`src/rtl/dsm_regs.vh`:
```
`ifndef DSM_REGS_VH
`define DSM_REGS_VH
`define DSM_ADDR_LO 6
`define DSM_ADDR_HI 13
`define DSM_ADDR_W 8
`define DSM_LANES 8
`define DSM_ROW_STROBES 3
`define DSM_ROWS 8
`define DSM_SOCKET_W 2
`define DSM_SOCKET0 2'h0
`define DSM_CFG_ROW_DUP 1'b0
`define DSM_CFG_ADDR_COPY 1'b1
`define DSM_DUP_LANE_A 1
`define DSM_DUP_LANE_B 5
`define DSM_CMD_W 3
`define DSM_CMD_NOP 3'h7
`endif

```
`src/rtl/dsm_addr_copy.v`:
```
`timescale 1ns/1ps
`include "dsm_regs.vh"
module dsm_addr_copy (
    input wire clk,
    input wire resetn,
    input wire [`DSM_ADDR_W-1:0] next_addr,
    input wire sock0_cur,
    input wire sock0_next,
    output reg [`DSM_ADDR_W-1:0] addr_copy
);
    // Socket-0 copy follows the primary address only for socket-0 accesses
    always @(posedge clk or negedge resetn) begin
        if (!resetn) begin
            addr_copy <= {`DSM_ADDR_W{1'b0}};
        end else if (sock0_cur || sock0_next) begin
            addr_copy <= next_addr;
        end
        // Otherwise held for sockets 1 to 3
    end
endmodule

```
`src/rtl/dsm_strobe_out.v`:
```
`timescale 1ns/1ps
`include "dsm_regs.vh"
// Behaviour
// Config two: socket-zero copy carries primary address bits 13..6.
// Copy updates only when current or next access targets socket 0.
// Copy holds its value when neither the current nor the next access targets socket 0.
// Updated copy has the same timing as primary address bits.
// EDO rows: low-active column strobe lines latch the column address.
// SDRAM reads: column lines act as per-lane output enables.
// SDRAM writes: column lines act as per-byte write masks.
// Write mask appears in the same cycle as its write data.
// Extra output copies column line 1 exactly.
// Extra output copies column line 5 exactly.
// Three row strobe outputs carry one identical logical row strobe.
// SDRAM command encoded on row strobe, column strobe and write enable.
// SDRAM captures row address when row strobe sampled low on rising edge.
// Column, duplicate and row strobe outputs same in both configurations.
// Config one: copy pins carry duplicate row strobes or chip selects.
// Pin configuration is a static setting, fixed before accesses begin.
module dsm_strobe_out (
    input wire clk,
    input wire resetn,
    input wire pin_config,
    input wire row_is_sdram,
    input wire sdram_cmd_valid,
    input wire [`DSM_CMD_W-1:0] sdram_cmd,
    input wire edo_cas_active,
    input wire sdram_read,
    input wire sdram_write,
    input wire [`DSM_LANES-1:0] byte_enable,
    input wire [`DSM_ADDR_HI:0] primary_mem_addr_next,
    input wire [`DSM_SOCKET_W-1:0] cur_socket,
    input wire [`DSM_SOCKET_W-1:0] next_socket,
    input wire [`DSM_ROWS-1:0] row_select_next,
    output reg [`DSM_LANES-1:0] col_strobe_byte_mask_n,
    output reg col_strobe_mask_dup_lane1_n,
    output reg col_strobe_mask_dup_lane5_n,
    output reg [`DSM_ROW_STROBES-1:0] sdram_row_strobe_n,
    output reg logical_col_strobe_n,
    output reg write_enable_n,
    output reg [`DSM_ADDR_HI:0] primary_mem_addr,
    output reg [`DSM_ADDR_W-1:0] shared_copy_pins
);
    reg cfg;
    reg cfg_taken;
    reg [`DSM_LANES-1:0] next_mask;
    reg [`DSM_ROWS-1:0] row_select_dup_n;
    wire [`DSM_ADDR_W-1:0] socket0_addr_copy;

    // Configuration captured once after reset release and then frozen
    always @(posedge clk or negedge resetn) begin
        if (!resetn) begin
            cfg <= `DSM_CFG_ROW_DUP;
            cfg_taken <= 1'b0;
        end else if (!cfg_taken) begin
            cfg <= pin_config;
            cfg_taken <= 1'b1;
        end
    end

    always @* begin
        if (!row_is_sdram) begin
            next_mask = edo_cas_active ? {`DSM_LANES{1'b0}} : {`DSM_LANES{1'b1}};
        end else if (sdram_write) begin
            next_mask = ~byte_enable;
        end else if (sdram_read) begin
            next_mask = ~byte_enable;
        end else begin
            next_mask = {`DSM_LANES{1'b1}};
        end
    end

    // Mask registered on the same edge the write data launches
    always @(posedge clk or negedge resetn) begin
        if (!resetn) begin
            col_strobe_byte_mask_n <= {`DSM_LANES{1'b1}};
            col_strobe_mask_dup_lane1_n <= 1'b1;
            col_strobe_mask_dup_lane5_n <= 1'b1;
            sdram_row_strobe_n <= {`DSM_ROW_STROBES{1'b1}};
            logical_col_strobe_n <= 1'b1;
            write_enable_n <= 1'b1;
            primary_mem_addr <= {(`DSM_ADDR_HI+1){1'b0}};
            row_select_dup_n <= {`DSM_ROWS{1'b1}};
        end else begin
            col_strobe_byte_mask_n <= next_mask;
            col_strobe_mask_dup_lane1_n <= next_mask[`DSM_DUP_LANE_A];
            col_strobe_mask_dup_lane5_n <= next_mask[`DSM_DUP_LANE_B];
            if (row_is_sdram && sdram_cmd_valid) begin
                sdram_row_strobe_n <= {`DSM_ROW_STROBES{sdram_cmd[2]}};
                logical_col_strobe_n <= sdram_cmd[1];
                write_enable_n <= sdram_cmd[0];
            end else begin
                sdram_row_strobe_n <= {`DSM_ROW_STROBES{1'b1}};
                logical_col_strobe_n <= 1'b1;
                write_enable_n <= 1'b1;
            end
            primary_mem_addr <= primary_mem_addr_next;
            row_select_dup_n <= ~row_select_next;
        end
    end

    dsm_addr_copy u_copy (
        .clk(clk),
        .resetn(resetn),
        .next_addr(primary_mem_addr_next[`DSM_ADDR_HI:`DSM_ADDR_LO]),
        .sock0_cur(cur_socket == `DSM_SOCKET0),
        .sock0_next(next_socket == `DSM_SOCKET0),
        .addr_copy(socket0_addr_copy)
    );

    always @* begin
        if (cfg == `DSM_CFG_ADDR_COPY) begin
            shared_copy_pins = socket0_addr_copy;
        end else begin
            shared_copy_pins = row_select_dup_n;
        end
    end
endmodule

```
`config.mk`:
```
export PLATFORM = sky130hd
export DESIGN_NAME = dsm_strobe_out
export DESIGN_NICKNAME = d
export VERILOG_FILES = /design/src/rtl/dsm_addr_copy.v /design/src/rtl/dsm_strobe_out.v
export VERILOG_INCLUDE_DIRS = /design/src /design/src/rtl
export SDC_FILE = /design/constraint.sdc
export NUM_CORES = 1
export LEC_CHECK = 0
export BUFFER_PORTS_ARGS = -buffer_cell sky130_fd_sc_hd__buf_2
export CAP_MARGIN = 20
export CORE_MARGIN = 8
export CORE_UTILIZATION = 45
export CTS_BUF_LIST = sky130_fd_sc_hd__clkbuf_8
export CTS_CLUSTER_DIAMETER = 30
export CTS_CLUSTER_SIZE = 14
export DETAILED_ROUTE_END_ITERATION = 7
export GPL_TIMING_DRIVEN = 0
export PLACE_DENSITY = 0.8
export SLEW_MARGIN = 20
export SYNTH_ARGS = -nofsm -noshare
export SYNTH_HDL_FRONTEND = slang
export SYNTH_SLANG_ARGS = --single-unit
```
`constraint.sdc`:
```
create_clock -name clk -period 1.83 [get_ports clk]
set_input_delay 0.366 -clock clk [delete_from_list [all_inputs] [get_ports clk]]
set_output_delay 0.366 -clock clk [all_outputs]
set_load 0.005 [all_outputs]
```
## Word-level counts from Yosys, hierarchy flattened

Cells that the tools add are included.

| cells by class | value |
|---|---|
| muxes and demuxes | 8 |
| bitwise logic cells | 2 |
| reductions and logical operators | 4 |

Operator list:

| operator | count |
|---|---|
| 2-to-1 mux 8 bit | 5 |
| NOT 8 bit | 2 |
| logical NOT 2 bit | 2 |
| 2-to-1 mux 3 bit | 1 |
| 2-to-1 mux 1 bit | 2 |
| logical AND 1 bit | 1 |
| logical OR 1 bit | 1 |

| storage, ports and cells | value |
|---|---|
| flip-flop bits (word level) | 47 |
| output and inout port bits | 37 |
| word-level logic and storage cells | 25 |

## Longest topological paths before layout

| depth | value |
|---|---|
| word-level depth | 4 |
| gate-level depth with buffers | 3 |
| gate-level depth less buffers | 2 |

## Modules after synthesis

A second synthesis with hierarchy kept.

| unflattened totals | value |
|---|---|
| cells, all modules | 92 |
| area, all modules | 1,496.4 um2 |

Modules (own cells, without submodules):

| module | instances | cells each | area an instance (um2) |
|---|---|---|---|
| dsm_strobe_out | 1 | 75 | 1,194.9 |
| dsm_addr_copy | 1 | 17 | 301.5 |

## Least setup slack after synthesis

Ideal clock, no wire load.

| timing | value |
|---|---|
| kind | flip-flop to output port |
| from | register cfg |
| to | output port shared_copy_pins[0] |
| data arrival time | 825 ps |
| setup slack | 639 ps |
| cell stages (with the launch flop) | 3 |
| buffers on the path | 1 |
| path through | dfrtp_1 -> buf_2 -> mux2_2 |

| on the way | value |
|---|---|
| cells in the longest elaborated chain, start to end | 1 |

RTL lines:

| item | line | text |
|---|---|---|
| from (decl) | dsm_strobe_out.v:44 | `reg cfg;` |
| from (signal assigned) | dsm_strobe_out.v:53 | `` cfg <= `DSM_CFG_ROW_DUP; `` |
| from (signal assigned) | dsm_strobe_out.v:56 | `cfg <= pin_config;` |
| 2-to-1 mux 8 bit | dsm_strobe_out.v:112 | `` if (cfg == `DSM_CFG_ADDR_COPY) begin `` |
| to (decl) | dsm_strobe_out.v:42 | `` output reg [`DSM_ADDR_W-1:0] shared_copy_pins `` |

Every way passes these cells.

## Final worst setup path

| timing | value |
|---|---|
| from | register cfg |
| to | output port shared_copy_pins[2] |

The elaborated chain is that of the path after synthesis.

==> summary.txt <==
STATUS
----------------------------------------------------------------------------------------
Outcome                                                                     finished, final reports clean

CLOCK TREE
----------------------------------------------------------------------------------------
Number of clock sinks                                                                 43
Clock buffer depth                                                                     2
TritonCTS clock tree                                                                 yes
Hold-fix buffers at CTS                                                                0
CTS-repair resized insts                                                               0
Max H-tree Level                                                                       2
Count of buffers added by post-CTS timing repair for setup                             0
Clock insertion delay at the later pin of the skew report                         280 ps
Root buf cell                                                                   clkbuf_8
Total clock buffers created by CTS                                                     5
Clock-pin transition on the worst setup and hold timing paths                      70 ps

ROUTING
----------------------------------------------------------------------------------------
Violation count after the first detailed-route iteration                              36
Average wire per standard cell                                                  14.49 um
Detailed Route WL                                                               3.232 mm
DRC Markers                                                                            0
Initial DRT Pass Iterations                                                            2
Via count                                                                            979
Number of nets with antenna violations after detailed routing                          0
Per-cell via count in the routed design                                            4.390

GLOBAL ROUTE
----------------------------------------------------------------------------------------
Global Route Usage Sum                                                            12.36%
First-pass GRT wire length                                                      5.037 mm
Largest net degree at the start of global routing                                     44
Vias in the first global route                                                      1112
Initial antenna violation count                                                        0
Leftover overflow at the end of global routing                                         0

STA
----------------------------------------------------------------------------------------
Portion of the clock cycle consumed by the worst path in the final layout         91.75%
RSZ-0062 raised after global routing                                               false
Max-slew violation count                                                               0
Time the worst path needs with I/O delays and setup                              1679 ps
Max-Slew Margin vs Limit                                                          40.18%
Pin slew with the least headroom to its limit                                   897.4 ps
Maximum clock rate                                                             595.6 MHz
Final setup violation count                                                            0
Final-layout worst hold slack                                                   184.2 ps
Hold Vio Cnt, Final                                                                    0
Total Neg Setup Slack                                                               0 ps
Worst setup skew after layout                                                 0.03819 ps

CELLS AND AREA
----------------------------------------------------------------------------------------
Total number of nets in the final design                                             223
Share of post-route cells with drive strength above 1                             74.30%
Fill cells                                                                           246
Antenna diode count                                                                    0
Syn-to-layout area delta                                                          38.39%
Final instance area                                                            2021 um^2

DIE
----------------------------------------------------------------------------------------
Horizontal extent of the die                                                    72.96 um
Area of the die                                                                5323 um^2
Row count                                                                             20
Number of top-level pins                                                              82
Die Height                                                                      72.96 um
Standard cell core area                                                        3078 um^2
Starting density of the core                                                      47.44%

SETUP PATH
----------------------------------------------------------------------------------------
Reg2reg end                                                                          cfg
Worst Reg2Reg Path Length in Cells                                                     2
Most Frequent Cell on Critical Path                                                buf_2
Critical path required time                                                      1460 ps
Type of the setup path with the least slack                                      reg2out
Worst R2R Start                                                                      cfg
Critical-path top delay cell                                                      mux2_2
Family with the most delay on the worst path                                buffers and inverters
Reg-to-reg slack, setup                                                           900 ps
Arr. time, crit path                                                             1310 ps
Crit-path cells                                                             buf_2, mux2_2, buf_2
Max Fanout on Critical Path                                                            9
Crit path capture type                                                       output port
Largest stage delay on the critical path                                          360 ps
Startpoint kind of the worst setup timing path                                      flop
Number of buffers and inverters on the critical path                                   2

PLACED DESIGN
----------------------------------------------------------------------------------------
Gpl congestion                                                                    0.6905
Placed Area                                                                    1921 um^2
Total of buffers placed on input and output ports                                     81
DP HPWL                                                                         2.589 mm

POWER AND IR DROP
----------------------------------------------------------------------------------------
Total Power Consumption                                                          1923 uW
Power per cell area                                                         951.4 nW/um^2
Leak Pwr                                                                     0.001006 uW
Worst IR drop on VDD                                                           0.7493 mV

MIN PATH
----------------------------------------------------------------------------------------
Classification of the worst-slack hold path                                       in2reg
Hold path startpoint                                                        row_select_next[3]
Hold endpoint                                                               row_select_dup_n[3]
Hold Path Cell Cnt                                                                     2

RUN
----------------------------------------------------------------------------------------
Reported max-cap violation count                                                       0

SYNTHESIS
----------------------------------------------------------------------------------------
Synth Register Bits                                                                   43
Post-Syn Instances                                                                    90
Post-Syn Area per Cell                                                        16.22 um^2
Syn Std Cell Area                                                              1460 um^2
Yosys warning total                                                                    0
Unique masters post-synth                                                             14
Syn_nets                                                                             135
Proportion of synthesized chip area in sequential cells                           75.32%

[through the flow]
stage	utilization, %	setup slack (ps)	instances
2_1_floorplan	-	638.9	90
3_3_place_gp	62.40	453.4	215
3_5_place_dp	62.40	442.1	215
4_1_cts	65.65	124.7	223
5_1_grt	65.65	63.88	223
6_report	65.65	151.0	223
[sequential cells by signal, indices dropped and copies added (netlist names)]
register and count:
col_strobe_byte_mask_n 8, cfg 1, sdram_row_strobe_n 1, primary_mem_addr 14, write_enable_n 1, cfg_taken 1, u_copy.addr_copy 8, row_select_dup_n 8
logical_col_strobe_n 1
[kinds of logic (layout without fill, tap and decap cells)]
kind of cell,count (synthesis),in the layout,share of synthesized area [%]
flops,43,43,75.32
mux,17,17,13.11
buf+inv,14,103,4.713
compound gates,10,10,4.628
simple gates,5,5,1.971
other cells,1,1,0.2568
[cell usage after synthesis]
cell / instances / area share, %
nor2b_1: 1 / 0.43
or2_2: 3 / 1.3
a21oi_1: 8 / 2.7
nand2_1: 1 / 0.26
mux2_2: 17 / 13
inv_1: 8 / 2.1
buf_2: 1 / 0.34
o22ai_4: 1 / 1.4
conb_1: 1 / 0.26
clkbuf_1: 1 / 0.26
buf_4: 4 / 2.1
o21a_1: 1 / 0.51
dfrtp_1: 24 / 41
dfstp_2: 19 / 34
[per-layer routing]
metal / global-route usage (%) / up-vias / share of wire (%)
li1: - / 461 / -
met3: 3.846 / 6 / 5.8
met4: 7.556 / 0 / 2.1
met1: 11.11 / 479 / 33
met2: 23.26 / 33 / 59
met5: 0 / - / 0
[worst max path at each step]
stage / startpoint / end / depth (start not counted)
2_1_floorplan: cfg / shared_copy_pins[0] / 2
3_3_place_gp: cfg / shared_copy_pins[7] / 3
3_5_place_dp: cfg / shared_copy_pins[7] / 3
4_1_cts: cfg / shared_copy_pins[7] / 3
5_1_grt: cfg / shared_copy_pins[5] / 3
6_report: cfg / shared_copy_pins[2] / 3
[cell usage in the layout, fill, tap and decap left out, drive strengths merged]
cell     n
a21oi    8
buf     86
clkbuf   8
conb     1
dfrtp   24
dfstp   19
inv      9
mux2    17
nand2    1
nor2b    1
o21a     1
o22ai    1
or2      3
[area by class of cell]
cell class | count | area (um^2) | area share, %
inverter | 8 | 30.03 | 1.486
timing repair buffer | 81 | 405.4 | 20.06
clock buffer | 7 | 96.34 | 4.768
sequential | 43 | 1100 | 54.43
tap | 44 | 55.05 | 2.724
clock inverter | 1 | 3.754 | 0.1858
buffer | 6 | 38.79 | 1.920
multi-input combinational | 33 | 291.5 | 14.43
[worst reg2reg max path, stage by stage (launching register included)]
cell and delay (ps):
dfrtp_1 360, buf_2 190, mux2_2 280
[where the power goes]
group | internal (uW) | total (uW) | leakage (uW) | switching (uW)
Clock | 338 | 614 | 0.0000557 | 276
Combinational | 140 | 248 | 0.000470 | 108
Sequential | 1040 | 1060 | 0.000480 | 22.9
Total | 1520 | 1920 | 0.00101 | 407
No activity file was read; power rests on OpenSTA's default activity.
